### config.mk
export PLATFORM = sky130hd
export DESIGN_NAME = pmmc_top
export DESIGN_NICKNAME = d
export VERILOG_FILES = /design/src/rtl/pmmc_pkg.sv /design/src/rtl/pmmc_top.sv
export SDC_FILE = /design/constraint.sdc
export NUM_CORES = 1
export LEC_CHECK = 0
export BUFFER_PORTS_ARGS = -buffer_cell sky130_fd_sc_hd__buf_2
export CAP_MARGIN = 20
export CORE_MARGIN = 2
export CORE_UTILIZATION = 62
export DETAILED_ROUTE_END_ITERATION = 7
export GPL_ROUTABILITY_DRIVEN = 0
export HOLD_SLACK_MARGIN = 0.03
export PLACE_DENSITY_LB_ADDON = 0.15
export SYNTH_ARGS = -nofsm -noshare
export SYNTH_HDL_FRONTEND = slang
export SYNTH_SLANG_ARGS = --single-unit
### constraint.sdc
create_clock -name clk -period 2.34 [get_ports clk]
set_input_delay 0.468 -clock clk [delete_from_list [all_inputs] [get_ports clk]]
set_output_delay 0.468 -clock clk [all_outputs]
set_load 0.02 [all_outputs]
### src/rtl/pmmc_pkg.sv
// Shared constants and types for the power-line modem mode control block.
// Assumes a single 10 MHz system clock; all times are converted to cycles here.
package pmmc_pkg;

  // ********************************************************************
  // Time base
  // ********************************************************************
  localparam longint unsigned CLK_HZ = 10000000;
  localparam int unsigned CLK_KHZ = 10000;

  // ********************************************************************
  // Times in their own units and derived cycle counts
  // ********************************************************************
  localparam int unsigned TX_TIMEOUT_MS = 1000;
  localparam int unsigned TX_TIMEOUT_CYC = TX_TIMEOUT_MS * CLK_KHZ;
  localparam int unsigned TX_SHORT_NS = 488000;
  localparam int unsigned TX_SHORT_CYC = TX_SHORT_NS / 100;
  localparam int unsigned WD_TIMEOUT_MS = 1500;
  localparam int unsigned WD_TIMEOUT_CYC = WD_TIMEOUT_MS * CLK_KHZ;
  localparam int unsigned WD_SHORT_NS = 46300;
  localparam int unsigned WD_SHORT_CYC = WD_SHORT_NS / 100;
  localparam int unsigned RST_HOLD_MS = 50;
  localparam int unsigned RST_HOLD_CYC = RST_HOLD_MS * CLK_KHZ;
  localparam int unsigned CD_QUAL_MS = 6;
  localparam int unsigned CD_QUAL_CYC = CD_QUAL_MS * CLK_KHZ;

  // ********************************************************************
  // Tone synthesis
  // ********************************************************************
  localparam int unsigned NCO_W = 24;
  localparam longint unsigned TONE0_HZ = 133050;
  localparam longint unsigned TONE1_HZ = 131850;
  localparam logic [NCO_W-1:0] TONE0_INC =
    NCO_W'((TONE0_HZ * (64'h1 << NCO_W) + CLK_HZ / 2) / CLK_HZ);
  localparam logic [NCO_W-1:0] TONE1_INC =
    NCO_W'((TONE1_HZ * (64'h1 << NCO_W) + CLK_HZ / 2) / CLK_HZ);

  // ********************************************************************
  // Counter widths and types
  // ********************************************************************
  localparam int unsigned CNT_W = 24;

  typedef enum logic [2:0] {
    PMMC_RX = 3'b001,
    PMMC_TX = 3'b010,
    PMMC_TIMED_OUT = 3'b100
  } pmmc_mode_t;

  typedef struct packed {
    logic autoswitch_disable;
    logic timeout_shorten;
    logic immediate_reset_in;
  } pmmc_test_t;

  typedef struct packed {
    logic amp_bias_ctl;
    logic amp_bias_ctl_n;
    logic line_drive_out;
    logic line_drive_oe_n;
  } pmmc_drive_t;

endpackage

### src/rtl/pmmc_top.sv
// Mode control, carrier qualification, watchdog and tone synthesis of the
// modem. Assumes all inputs are synchronous to clk and that line_sense_in is
// the output of the analog threshold comparator.
`timescale 1ns/1ps

// What this block does
// - Low direction selects transmit; one-second fall-back
// - Transmit bits accepted directly at host rate
// - Zero bit 133.05 kHz, one 131.85 kHz
// - All tones derived from one time base
// - Receive data held high in transmit
// - Receive path active only when direction high
// - Carrier absent forces receive data high
// - Low transmit data bypasses carrier clamp
// - No kick for 1.5 s raises reset
// - Reset output held at least 50 ms
// - Carrier detect asserts after 6 ms qualified
// - Carrier detect held 6 ms after loss
// - Receive or timeout: bias low, drive released
// - Test input disables automatic fall-back
// - Test input shortens transmit and watchdog timeouts
// - Immediate reset bypasses stretch delay
module pmmc_top #(
  parameter int unsigned TX_TIMEOUT = pmmc_pkg::TX_TIMEOUT_CYC,
  parameter int unsigned TX_SHORT = pmmc_pkg::TX_SHORT_CYC,
  parameter int unsigned WD_TIMEOUT = pmmc_pkg::WD_TIMEOUT_CYC,
  parameter int unsigned RST_HOLD = pmmc_pkg::RST_HOLD_CYC,
  parameter int unsigned CD_QUAL = pmmc_pkg::CD_QUAL_CYC,
  parameter int unsigned DATA_W = 1
) (
  input wire logic clk,
  input wire logic arst_n,
  input wire logic rx_not_tx,
  input wire logic tx_data,
  input wire logic kick_input,
  input wire logic line_sense_in,
  input wire logic [DATA_W-1:0] demod_data,
  input wire logic demod_valid,
  output logic demod_ready,
  input wire logic rx_ready,
  output logic [DATA_W-1:0] rx_data,
  output logic rx_valid,
  input wire pmmc_pkg::pmmc_test_t test_in,
  output logic carrier_present_n,
  output logic host_reset_out,
  output pmmc_pkg::pmmc_drive_t drive,
  output logic tx_active
);

  localparam int unsigned CW = pmmc_pkg::CNT_W;
  localparam int unsigned NW = pmmc_pkg::NCO_W;

  pmmc_pkg::pmmc_mode_t mode_reg;
  logic [CW-1:0] tx_cnt_reg;
  logic [CW-1:0] wd_cnt_reg;
  logic [CW-1:0] hold_cnt_reg;
  logic [CW-1:0] cd_cnt_reg;
  logic kick_prev_reg;
  logic [NW-1:0] nco_reg;
  logic [DATA_W-1:0] skid_reg;
  logic skid_valid_reg;
  logic skid_valid_next;
  logic imm;
  logic kick_fall;
  logic wd_trip;
  logic tx_expire;
  logic rx_on;
  logic in_fire;
  logic out_free;
  logic [DATA_W-1:0] in_word;
  logic [CW-1:0] tx_limit;
  logic [CW-1:0] wd_limit;

  // ********************************************************************
  // Common terms
  // ********************************************************************
  assign imm = test_in.immediate_reset_in;
  assign kick_fall = kick_prev_reg & ~kick_input;
  assign tx_limit = test_in.timeout_shorten ? CW'(TX_SHORT) : CW'(TX_TIMEOUT);
  assign wd_limit = test_in.timeout_shorten ? CW'(pmmc_pkg::WD_SHORT_CYC) : CW'(WD_TIMEOUT);
  assign wd_trip = (wd_cnt_reg >= wd_limit - CW'(1)) && !kick_fall;
  assign tx_expire = !test_in.autoswitch_disable && (tx_cnt_reg >= tx_limit - CW'(1));
  assign rx_on = (mode_reg == pmmc_pkg::PMMC_RX);

  // ********************************************************************
  // Mode state machine
  // ********************************************************************
  // Going back to receive on any high direction level; the host keeps the
  // two microsecond high time itself, so no minimum is enforced here.
  always_ff @(posedge clk or negedge arst_n) begin
    if (!arst_n) begin
      mode_reg <= pmmc_pkg::PMMC_RX;
    end else if (imm) begin
      mode_reg <= pmmc_pkg::PMMC_RX;
    end else begin
      case (mode_reg)
        pmmc_pkg::PMMC_RX: begin
          if (!rx_not_tx) begin
            mode_reg <= pmmc_pkg::PMMC_TX;
          end
        end
        pmmc_pkg::PMMC_TX: begin
          if (rx_not_tx) begin
            mode_reg <= pmmc_pkg::PMMC_RX;
          end else if (tx_expire) begin
            mode_reg <= pmmc_pkg::PMMC_TIMED_OUT;
          end
        end
        pmmc_pkg::PMMC_TIMED_OUT: begin
          if (rx_not_tx) begin
            mode_reg <= pmmc_pkg::PMMC_RX;
          end else if (test_in.autoswitch_disable) begin
            mode_reg <= pmmc_pkg::PMMC_TX;
          end
        end
        default: begin
          mode_reg <= pmmc_pkg::PMMC_RX;
        end
      endcase
    end
  end

  // Transmit timeout counter
  always_ff @(posedge clk or negedge arst_n) begin
    if (!arst_n) begin
      tx_cnt_reg <= '0;
    end else if (imm || mode_reg != pmmc_pkg::PMMC_TX) begin
      tx_cnt_reg <= '0;
    end else if (tx_cnt_reg != {CW{1'b1}}) begin
      tx_cnt_reg <= tx_cnt_reg + CW'(1);
    end
  end

  // ********************************************************************
  // Watchdog and host reset
  // ********************************************************************
  always_ff @(posedge clk or negedge arst_n) begin
    if (!arst_n) begin
      kick_prev_reg <= 1'b0;
    end else begin
      kick_prev_reg <= kick_input;
    end
  end

  // Watchdog is held at zero while the host is held in reset, so it cannot
  // retrigger before the host has had a chance to start kicking.
  always_ff @(posedge clk or negedge arst_n) begin
    if (!arst_n) begin
      wd_cnt_reg <= '0;
    end else if (imm || host_reset_out || kick_fall || wd_trip) begin
      wd_cnt_reg <= '0;
    end else begin
      wd_cnt_reg <= wd_cnt_reg + CW'(1);
    end
  end

  // Stretch counter; loaded at power-up so the host also sees a long reset
  always_ff @(posedge clk or negedge arst_n) begin
    if (!arst_n) begin
      hold_cnt_reg <= CW'(RST_HOLD - 1);
    end else if (imm) begin
      hold_cnt_reg <= '0;
    end else if (wd_trip && !host_reset_out) begin
      hold_cnt_reg <= CW'(RST_HOLD - 1);
    end else if (hold_cnt_reg != '0) begin
      hold_cnt_reg <= hold_cnt_reg - CW'(1);
    end
  end

  always_ff @(posedge clk or negedge arst_n) begin
    if (!arst_n) begin
      host_reset_out <= 1'b1;
    end else if (imm) begin
      host_reset_out <= 1'b1;
    end else begin
      host_reset_out <= (wd_trip && !host_reset_out) || (hold_cnt_reg != '0);
    end
  end

  // ********************************************************************
  // Carrier qualification
  // ********************************************************************
  // One counter serves both directions: it counts while the comparator
  // disagrees with the present state and clears when it agrees again.
  always_ff @(posedge clk or negedge arst_n) begin
    if (!arst_n) begin
      cd_cnt_reg <= '0;
      carrier_present_n <= 1'b1;
    end else if (imm) begin
      cd_cnt_reg <= '0;
      carrier_present_n <= 1'b1;
    end else if (line_sense_in == carrier_present_n) begin
      // continuous presence qualifies; continuous loss releases
      if (cd_cnt_reg >= CW'(CD_QUAL - 1)) begin
        cd_cnt_reg <= '0;
        carrier_present_n <= ~carrier_present_n;
      end else begin
        cd_cnt_reg <= cd_cnt_reg + CW'(1);
      end
    end else begin
      cd_cnt_reg <= '0;
    end
  end

  // ********************************************************************
  // Tone synthesis and line drive
  // ********************************************************************
  // single time base accumulator; tone per data bit
  always_ff @(posedge clk or negedge arst_n) begin
    if (!arst_n) begin
      nco_reg <= '0;
    end else if (mode_reg != pmmc_pkg::PMMC_TX) begin
      nco_reg <= '0;
    end else begin
      nco_reg <= nco_reg + (tx_data ? pmmc_pkg::TONE1_INC : pmmc_pkg::TONE0_INC);
    end
  end

  // bias and drive follow transmit state
  always_ff @(posedge clk or negedge arst_n) begin
    if (!arst_n) begin
      drive <= '{amp_bias_ctl: 1'b0, amp_bias_ctl_n: 1'b1,
                 line_drive_out: 1'b0, line_drive_oe_n: 1'b1};
      tx_active <= 1'b0;
    end else begin
      drive.amp_bias_ctl <= (mode_reg == pmmc_pkg::PMMC_TX) && !imm;
      drive.amp_bias_ctl_n <= !((mode_reg == pmmc_pkg::PMMC_TX) && !imm);
      drive.line_drive_out <= (mode_reg == pmmc_pkg::PMMC_TX) && nco_reg[NW-1];
      drive.line_drive_oe_n <= !((mode_reg == pmmc_pkg::PMMC_TX) && !imm);
      tx_active <= (mode_reg == pmmc_pkg::PMMC_TX) && !imm;
    end
  end

  // ********************************************************************
  // Receive clamp and two-entry buffer
  // ********************************************************************
  // ones outside receive; clamp without carrier; bypass
  assign in_word = (rx_on && (!carrier_present_n || !tx_data)) ? demod_data
                                                               : {DATA_W{1'b1}};
  assign in_fire = demod_valid && demod_ready;
  assign out_free = !rx_valid || rx_ready;

  // Skid slot fills only when the output slot is stalled
  always_comb begin
    skid_valid_next = skid_valid_reg;
    if (out_free) begin
      skid_valid_next = 1'b0;
    end else if (in_fire) begin
      skid_valid_next = 1'b1;
    end
  end

  always_ff @(posedge clk or negedge arst_n) begin
    if (!arst_n) begin
      skid_reg <= '0;
      skid_valid_reg <= 1'b0;
      demod_ready <= 1'b0;
    end else begin
      if (!out_free && in_fire) begin
        skid_reg <= in_word;
      end
      skid_valid_reg <= skid_valid_next;
      demod_ready <= !skid_valid_next;
    end
  end

  // Output slot; words leave in arrival order
  always_ff @(posedge clk or negedge arst_n) begin
    if (!arst_n) begin
      rx_data <= {DATA_W{1'b1}};
      rx_valid <= 1'b0;
    end else if (out_free) begin
      if (skid_valid_reg) begin
        rx_data <= skid_reg;
        rx_valid <= 1'b1;
      end else if (in_fire) begin
        rx_data <= in_word;
        rx_valid <= 1'b1;
      end else begin
        rx_valid <= 1'b0;
      end
    end
  end

endmodule

# Yosys cells after proc, flatten, opt, wreduce, memory -nomap -nowiden

Cells that the tools add are included.

Register bits after elaboration: 134
Output and inout port bits: 10
Input port bits: 12
Logic and storage cells: 104

Bitwise logic cells: 3
Reductions and logical operators: 34
$lt $le $gt $ge: 3
Eq/ne operators: 9
Mux-type cells: 31
$add $sub $neg: 7

Operators with widths:

| operator                | count |
|---|---|
| $mux W24                | 12 |
| $add A24 B1 Y24 const B | 3 |
| $sub A24 B1 Y24 const B | 3 |
| $ge A24 B24 Y1          | 2 |
| $add A24 B18 Y24        | 1 |
| $ge A24 B16 Y1 const B  | 1 |
| $ne A24 B24 Y1 const B  | 1 |
| $reduce_bool A24 Y1     | 1 |
| $mux W3                 | 6 |
| $mux W1                 | 11 |
| $mux W11                | 1 |
| $logic_not A1 Y1        | 10 |
| $pmux W3 S3             | 1 |
| $logic_and A1 B1 Y1     | 8 |
| $ne A4 B4 Y1 const B    | 2 |
| $reduce_bool A2 Y1      | 4 |
| $logic_or A1 B1 Y1      | 7 |
| $reduce_and A2 Y1       | 2 |
| $eq A3 B1 Y1 const B    | 1 |
| $eq A3 B2 Y1 const B    | 1 |
| $eq A3 B3 Y1 const B    | 1 |
| $ne A3 B2 Y1 const B    | 1 |
| $ne A3 B3 Y1 const B    | 1 |
| $reduce_and A3 Y1       | 1 |
| 4 further kinds         | 5 |

# Longest topological paths before layout

Gate-level depths: netlist (run 1).

Word-level depth: 8
Depth in mapped cells: 9
Mapped depth without buffers: 8

# Worst setup path after synthesis (run 1)

Ideal clock, no wire load.

Path kind: input -> register
Start: input port tx_data
End: register nco_reg[20]
Arrival time: 2283 ps
Path slack: -54 ps
Data required time: 2230 ps
Stages: 8
Library setup time: 110 ps
Path through: inv_1 ha_1 ha_1 a2111o_1 and3_1 nor4b_2 o311ai_0 o41ai_1

Cells in the longest elaborated chain, start to end: 3

Ends and longest elaborated chain:

| item                 | line            | RTL |
|---|---|---|
| start, declared      | pmmc_top.sv:34  | `input wire logic tx_data,` |
| $mux W11             | pmmc_top.sv:215 | `nco_reg <= nco_reg + (tx_data ? pmmc_pkg::TONE1_INC : pmmc_pkg::TONE0_INC);` |
| $add A24 B18 Y24     | pmmc_top.sv:215 |  |
| $mux W24             | pmmc_top.sv:212 | `end else if (mode_reg != pmmc_pkg::PMMC_TX) begin` |
| end signal, assigned | pmmc_top.sv:215 |  |
| end, declared        | pmmc_top.sv:59  | `logic [NW-1:0] nco_reg;` |

No other way between the ends.
A chain may end at the register's enable or synchronous reset.

# Worst setup path in the final report (run 1)

Start: register hold_cnt_reg[1]
End: register hold_cnt_reg[21]

Cells in the longest elaborated chain, start to end: 4
Elaborated cells on any way between the ends: 6

Ends and longest elaborated chain:

| item                   | line            | RTL |
|---|---|---|
| start, declared        | pmmc_top.sv:56  | `logic [CW-1:0] hold_cnt_reg;` |
| start signal, assigned | pmmc_top.sv:160 | `hold_cnt_reg <= CW'(RST_HOLD - 1);` |
| start signal, assigned | pmmc_top.sv:164 | `hold_cnt_reg <= CW'(RST_HOLD - 1);` |
| start signal, assigned | pmmc_top.sv:166 | `hold_cnt_reg <= hold_cnt_reg - CW'(1);` |
| $sub A24 B1 Y24        | pmmc_top.sv:166 |  |
| $mux W24               | pmmc_top.sv:165 | `end else if (hold_cnt_reg != '0) begin` |
| $mux W24               | pmmc_top.sv:163 | `end else if (wd_trip && !host_reset_out) begin` |
| $mux W24               | pmmc_top.sv:161 | `end else if (imm) begin` |

Parallel ways exist; a longest one is shown, timed or not. The select of a mux whose other input is x is not followed.

==> results.py, run 1 <==
metrics = {
    "pwr": {
        "ir_drop_uv": 549,
        "leakagePower_nw": 3.83,
        "power_density_nw_per_um2": 882,
    },
    "setup_path": {
        "crit_chain": "inv_1, ha_1, or3b_4, nor4_4, and2_2, buf_4, or4_4, a21oi_2",
        "worstPathArrival_ns": 2.60,
        "crit_cells": 8,
        "cp-end-kind": "flop",
        "crit_type": "flop to flop",
        "regToRegSetupSlack_ns": 0.1,
        "critPathSlowestCell": "dfstp_2",
        "timing.rr.end": "hold_cnt_reg[21]$_DFFE_PN0P_",
        "crit_path_end": "hold_cnt_reg[21]$_DFFE_PN0P_",
        "r2r_cells": 8,
        "cp-start-kind": "flop",
        "path_max_fanout": 5,
        "worstSetupStartpoint": "hold_cnt_reg[1]$_DFFE_PN1P_",
        "rr_startpoint": "hold_cnt_reg[1]$_DFFE_PN1P_",
        "critPathBufInv": 2,
        "critPathTopFamily": "simple AND/OR/NAND/NOR gates",
        "required_ns": 2.69,
        "crit_path_max_incr_delay_ns": 0.56,
    },
    "global_routing": {
        "grt_pass1_vias": 6068,
        "grt_max_degree": 55,
        "grt_pass1_wl_mm": 28.6,
        "antenna_found_initial": 1,
        "gr-usage-all-layers_pct": 27.4,
        "grt_remaining_overflow": 0,
    },
    "timing": {
        "rsz0062_at_grt": "no",
        "post-route-period-util_pct": 95.9,
        "drv_slew": 0,
        "hold_viol_final": 0,
        "fin_setup_tns_ns": 0,
        "tightestPinTransition_ns": 0.769,
        "max_freq_mhz": 446,
        "fin_crit_ns": 2.24,
        "finalSetupViolCount": 0,
        "hold_slack_ns": 0.181,
        "layout_setup_ws_ns": 0.0963,
        "fin_skew_ns": 0.00718,
        "slew_headroom_pct": 48.2,
    },
    "clock_network": {
        "cts.clk_slew.worst_paths_ns": 0.06,
        "clockRootBuffer": "clkbuf_16",
        "cts_made_buffers": 17,
        "htreeDepth": 4,
        "cts_tree": "built",
        "numClockSinks": 134,
        "insertion_delay_ns": 0.43,
        "cts.path.max_buffers": 2,
    },
    "route": {
        "vias": 6208,
        "drc": 0,
        "antenna_left": 0,
        "wire_per_inst_um": 16.7,
        "wirelength_mm": 16.8,
        "drt_iter0_markers": 489,
        "via_per_inst": 6.15,
        "dr.pass1.iters": 4,
    },
    "die": {
        "dieArea_um2": 13000,
        "core_area_um2": 11900,
        "start_util_pct": 63.2,
        "die_height_um": 114,
        "die_width_um": 114,
        "row_count": 40,
        "io_pins": 22,
    },
    "logic_synthesis": {
        "synth-async-reset-ratio_pct": 100,
        "synth-seq-area-share_pct": 44.8,
        "synthSimpleGateAreaFrac_pct": 25.0,
        "syn_inst": 776,
        "synth_compound_area_share_pct": 12.9,
        "netlist_area_um2": 7530,
        "ys.flop_type": "dfrtp_1",
        "yosys-top-cells-area": "dfrtp_1, ha_1, dfstp_2",
        "synth_edf_count": 0,
        "yosysWarningCount": 0,
        "synthMuxAreaShare_pct": 1.26,
        "yosysTopAreaCell": "dfrtp_1",
        "synth_xor_xnor_area_share_pct": 7.44,
        "ys_types": 75,
        "synth_top_family_by_area": "simple AND/OR/NAND/NOR gates",
        "synth_fa_ha_area_share_pct": 5.65,
        "synth_top_area_share_pct": 39.2,
        "syn_area_per_cell_um2": 9.70,
        "synth-seq-cells": 134,
    },
    "final_layout": {
        "layout-drive-gt1-share_pct": 17.4,
        "area_delta_synth_final_pct": 17.3,
        "final_nets": 895,
        "post-route-util_pct": 74.2,
        "fillers": 829,
        "antenna_cells": 0,
    },
    "status": {
        "status": "complete, no violations",
    },
    "placed_design": {
        "detailed_place_hpwl_mm": 11.6,
        "place_ws_ns": -0.251,
        "io_buffer_count": 21,
    },
    "hold_path": {
        "min-delay-start": "kick_input",
        "hold_path.class": "input port to flop",
    },
    "job": {
        "cap_violations": 0,
    },
}
==> kinds of logic after synthesis <==
logic type,Yosys count
muxes,9
buffers and inverters,41
xor gates and xnor gates,64
other,1
AOI/OAI and AO/OA,148
DFF,134
adders and majority gates,34
and+or+nand+nor,345
==> cell usage after synthesis, drive strengths merged (3+ instances only) <==
cell type and n:
a2111o 3, a211oi 4, a21o 8, a21oi 45
a31oi 9, and2 13, and3 19, and4 7
buf 15, clkbuf 8, dfrtp 118, dfstp 16
ha 34, inv 17, mux2 4, mux2i 5
nand2 48, nand2b 10, nand3 40, nand4 22
nor2 86, nor2b 5, nor3 24, nor3b 5
nor4 17, o211ai 4, o21a 4, o21ai 25
o22ai 10, o31a 3, o31ai 11, or2 6
or3 15, or3b 3, or4 15, xnor2 36
xor2 28
==> cell usage in the layout (no fill, tap or decap), types with 8 or more instances in the layout <==
| cell type | netlist | routed |
|---|---|---|
| a21o_1 | 8 | 8 |
| a21oi_1 | 45 | 43 |
| a31oi_1 | 9 | 9 |
| and2_1 | 12 | 11 |
| and3_1 | 18 | 17 |
| buf_2 | 4 | 20 |
| buf_4 | 4 | 43 |
| clkbuf_16 | 0 | 17 |
| conb_1 | 1 | 8 |
| dfrtp_1 | 118 | 118 |
| dfstp_2 | 16 | 16 |
| ha_1 | 34 | 34 |
| inv_1 | 17 | 17 |
| nand2_1 | 48 | 48 |
| nand2b_1 | 10 | 10 |
| nand3_1 | 40 | 40 |
| nand4_1 | 22 | 22 |
| nor2_1 | 86 | 86 |
| nor3_1 | 23 | 23 |
| nor4_1 | 14 | 13 |
| o21ai_0 | 25 | 25 |
| o22ai_1 | 10 | 10 |
| o31ai_1 | 11 | 11 |
| or3_1 | 15 | 15 |
| or4_1 | 13 | 12 |
| xnor2_1 | 36 | 36 |
| xor2_1 | 28 | 28 |
==> per-layer routing <==
metal / vias to the layer above / GRT usage [%] / routed length (um)
li1: 2996 / - / -
met1: 3048 / 35.1 / 7630
met2: 130 / 45.6 / 8310
met3: 32 / 6.83 / 579
met4: 2 / 9.76 / 301
met5: - / 0 / 17
==> layout make-up <==
class	instances	area (um^2)	share of cell area, %
clock buffers	21	470	5.33
clock inverters	11	173	1.95
inverters	17	63.8	0.722
multi-input cells	608	4010	45.3
flip-flops and latches	134	3370	38.2
well taps	147	184	2.08
repair buffers	71	564	6.39
==> report_power, final <==
group / internal [W] / switching (W) / total, W
sequential: 0.00258 / 0.000237 / 0.00282
clock: 0.00187 / 0.00102 / 0.00288
combinational: 0.000949 / 0.00114 / 0.00209
==> worst min-delay path by stage <==
stage	endpoint	cells after the start	slack, ns
2_1_floorplan	cd_cnt_reg[0]$_DFF_PN0_	0	0.17
3_3_place_gp	wd_cnt_reg[15]$_DFF_PN0_	1	0.45
3_5_place_dp	wd_cnt_reg[15]$_DFF_PN0_	1	0.46
4_1_cts	kick_prev_reg$_DFF_PN0_	1	0.17
5_1_grt	kick_prev_reg$_DFF_PN0_	1	0.17
6_report	kick_prev_reg$_DFF_PN0_	1	0.18
==> metrics by stage <==
step                cells  total power, W  cell area, um^2
floorplan             783         0.00423             7570
global placement      975         0.00470             8140
detailed placement    975         0.00481             8140
CTS                  1008         0.00772             8790
global route         1009         0.00817             8830
finish               1009         0.00779             8830
==> timing repair <==
| item | CTS | global route |
|---|---|---|
| buffers inserted | 0 | 1 |
| hold buffers | 1 | 0 |
| resized for setup | 0 | 12 |
| endpoints found under the setup margin | 0 | 21 |
| endpoints found under the hold margin | 43 | 0 |
No activity file was read; power rests on OpenSTA's default activity.
==> run 2, diff against run 1 <==
--- a/config.mk
+++ b/config.mk
@@ -8,7 +8,7 @@
 export BUFFER_PORTS_ARGS = -buffer_cell sky130_fd_sc_hd__buf_2
 export CAP_MARGIN = 20
 export CORE_MARGIN = 2
-export CORE_UTILIZATION = 62
+export CORE_UTILIZATION = 57
 export DETAILED_ROUTE_END_ITERATION = 7
 export GPL_ROUTABILITY_DRIVEN = 0
 export HOLD_SLACK_MARGIN = 0.03
==> constraint.sdc (replaced) <==
create_clock -name clk -period 1.9 [get_ports clk]
set_input_delay 0.38 -clock clk [delete_from_list [all_inputs] [get_ports clk]]
set_output_delay 0.38 -clock clk [all_outputs]
set_load 0.02 [all_outputs]
==> results.py, run 2 (same netlist as run 1, synthesis figures left out) <==
metrics = {
    "status": {
        "status": "finished, violations left",
        "violations": "setup timing",
    },
    "pwr": {
        "ir_drop_uv": 849,
        "combPwrFrac_pct": 37.0,
        "switching_share_pct": 33.0,
        "power_density_nw_per_um2": 1010,
        "pwr-share-clk_pct": 31.5,
        "p_sw_w": 0.00353,
        "p_seq_share_pct": 31.5,
        "p_int_w": 0.00716,
        "leakagePower_nw": 4.51,
    },
    "setup_path": {
        "worstPathArrival_ns": 2.53,
        "crit_chain": "ha_4, ha_4, a2111o_1, and3_4, o31a_1, o21a_1, nor3_2",
        "rr_startpoint": "nco_reg[0]$_DFF_PN0_",
        "crit_path_max_incr_delay_ns": 0.43,
        "timing.rr.end": "nco_reg[10]$_DFF_PN0_",
        "cp-start-kind": "flop",
        "critPathBufInv": 0,
        "r2r_cells": 7,
        "critPathSlowestCell": "a2111o_1",
        "path_common_cell": "ha_4",
        "required_ns": 2.24,
        "path_max_fanout": 4,
        "cp-end-kind": "flop",
        "crit_type": "flop to flop",
        "critPathTopFamily": "compound AO/OA/AOI/OAI gates",
        "regToRegSetupSlack_ns": -0.29,
    },
    "route": {
        "wirelength_mm": 22.4,
        "antenna_left": 0,
        "drc": 0,
        "vias": 7200,
        "wire_per_inst_um": 19.4,
        "dr.pass1.iters": 5,
        "drt_iter0_markers": 562,
        "via_per_inst": 6.25,
    },
    "final_layout": {
        "layout-drive-gt1-share_pct": 40.0,
        "area_delta_synth_final_pct": 40.8,
        "layout_commonest_cell": "buf_4",
        "fillers": 695,
        "instances_no_fill": 1152,
        "design_area_um2": 10600,
        "final_nets": 1013,
        "final_cell_mix": "buf_4, dfrtp_1, nor2_1",
        "antenna_cells": 0,
    },
    "timing": {
        "layout_setup_ws_ns": -0.291,
        "drv_slew": 0,
        "tightestPinTransition_ns": 0.843,
        "hold_viol_final": 0,
        "fin_crit_ns": 2.19,
        "post-route-period-util_pct": 115,
        "rsz0062_at_grt": "yes",
        "slew_headroom_pct": 43.7,
        "max_freq_mhz": 456,
        "fin_skew_ns": 0.0101,
        "finalSetupViolCount": 74,
    },
    "clock_network": {
        "numClockSinks": 134,
        "cts_tree": "built",
        "clockRootBuffer": "clkbuf_16",
        "cts_made_buffers": 17,
        "htreeDepth": 4,
        "insertion_delay_ns": 0.43,
        "cts.path.max_buffers": 2,
        "cts.clk_slew.worst_paths_ns": 0.06,
    },
    "global_routing": {
        "grt_remaining_overflow": 0,
        "grt_pass1_wl_mm": 34.2,
        "gr-usage-all-layers_pct": 29.7,
        "grt_pass1_vias": 7151,
        "antenna_found_initial": 0,
        "grt_max_degree": 57,
    },
    "placed_design": {
        "detailed_place_hpwl_mm": 12.4,
        "dp.cells": 1085,
        "place_ws_ns": -0.530,
        "io_buffer_count": 21,
        "placed_cell_area_um2": 8850,
    },
    "die": {
        "io_pins": 22,
        "start_util_pct": 59.0,
        "core_area_um2": 12800,
        "die_width_um": 119,
        "dieArea_um2": 14100,
        "die_height_um": 119,
        "row_count": 41,
    },
    "hold_path": {
        "hold_depth": 1,
        "hold_path.class": "input port to flop",
        "worstHoldEndpoint": "kick_prev_reg$_DFF_PN0_",
        "min-delay-start": "kick_input",
    },
    "job": {
        "cap_violations": 0,
    },
}
-- run 2: changes by cell type in the layout (fill, tap and decap cells not counted), sizes merged --
| cell | delta |
|---|---|
| and3 | +1 |
| buf | +117 |
| bufinv | -1 |
| clkbuf | -2 |
| clkinv | +3 |
-- run 2: area by class of cell --
cell class,instances,area [um^2],area share (%)
clock inverter,13,155,1.46
timing repair buffer,188,1540,14.5
multi-input combinational,609,4810,45.4
sequential,134,3370,31.8
inverter,17,67.6,0.637
clock buffer,19,443,4.18
tap,172,215,2.03
-- run 2: repair_timing --
action,in CTS,in global routing
endpoints found under the hold margin,27,0
pin swaps,37,61
setup buffers,19,17
resized for setup,75,122
setup endpoints to repair,82,96
hold buffers,1,0
gates cloned,4,1
-- run 2: how the worst max path moves through the flow --
| stage | from | endpoint | slack, ns | cells past startpoint |
|---|---|---|---|---|
| after floorplan | tx_data | nco_reg[23]$_DFF_PN0_ | -0.28 | 7 |
| after global placement | tx_data | nco_reg[18]$_DFF_PN0_ | -0.49 | 8 |
| after detailed placement | tx_data | nco_reg[8]$_DFF_PN0_ | -0.53 | 8 |
| after CTS | hold_cnt_reg[12]$_DFFE_PN0P_ | hold_cnt_reg[22]$_DFFE_PN0P_ | -0.22 | 5 |
| after global routing | nco_reg[0]$_DFF_PN0_ | nco_reg[22]$_DFF_PN0_ | -0.34 | 7 |
| final | nco_reg[0]$_DFF_PN0_ | nco_reg[10]$_DFF_PN0_ | -0.29 | 7 |
-- run 2: power by group through the flow --
stage | clock network, W | registers, W | logic, W
after floorplan | 0 | 0.00346 | 0.00188
after global placement | 0 | 0.00338 | 0.00295
after detailed placement | 0 | 0.00339 | 0.00305
after CTS | 0.00340 | 0.00335 | 0.00337
after global routing | 0.00352 | 0.00340 | 0.00425
final | 0.00337 | 0.00337 | 0.00395
-- run 2: metrics by stage --
| step | power [W] | utilization (%) | TNS (ns) | hold WS (ns) |
|---|---|---|---|---|
| 6_report | 0.0107 | 83.0 | -11.88 | 0.0944 |
| 5_1_grt | 0.0112 | 83.0 | -16.02 | 0.0925 |
| 4_1_cts | 0.0101 | 78.4 | -6.74 | 0.0749 |
| 3_5_place_dp | 0.00644 | 69.3 | -23.18 | 0.282 |
| 3_3_place_gp | 0.00633 | 69.3 | -18.48 | 0.280 |
| 2_1_floorplan | 0.00534 | - | -2.70 | 0.0844 |
-- run 2: worst register-to-register path: cells and delay by family, from the launching register on --
kind                     cells  cell delay, ns
AND/OR/NAND/NOR              2            0.39
AO/OA/AOI/OAI                3            0.97
flip-flops                   1            0.40
adder cells (fa/ha/maj)      2            0.35
-- run 2: routing by layer --
layer	track usage [%]	up-vias	routed length (um)
met4	13.2	0	1140
met1	36.6	3544	8750
met2	50.6	303	11400
li1	-	3245	-
met5	0	-	0
met3	5.51	108	1060
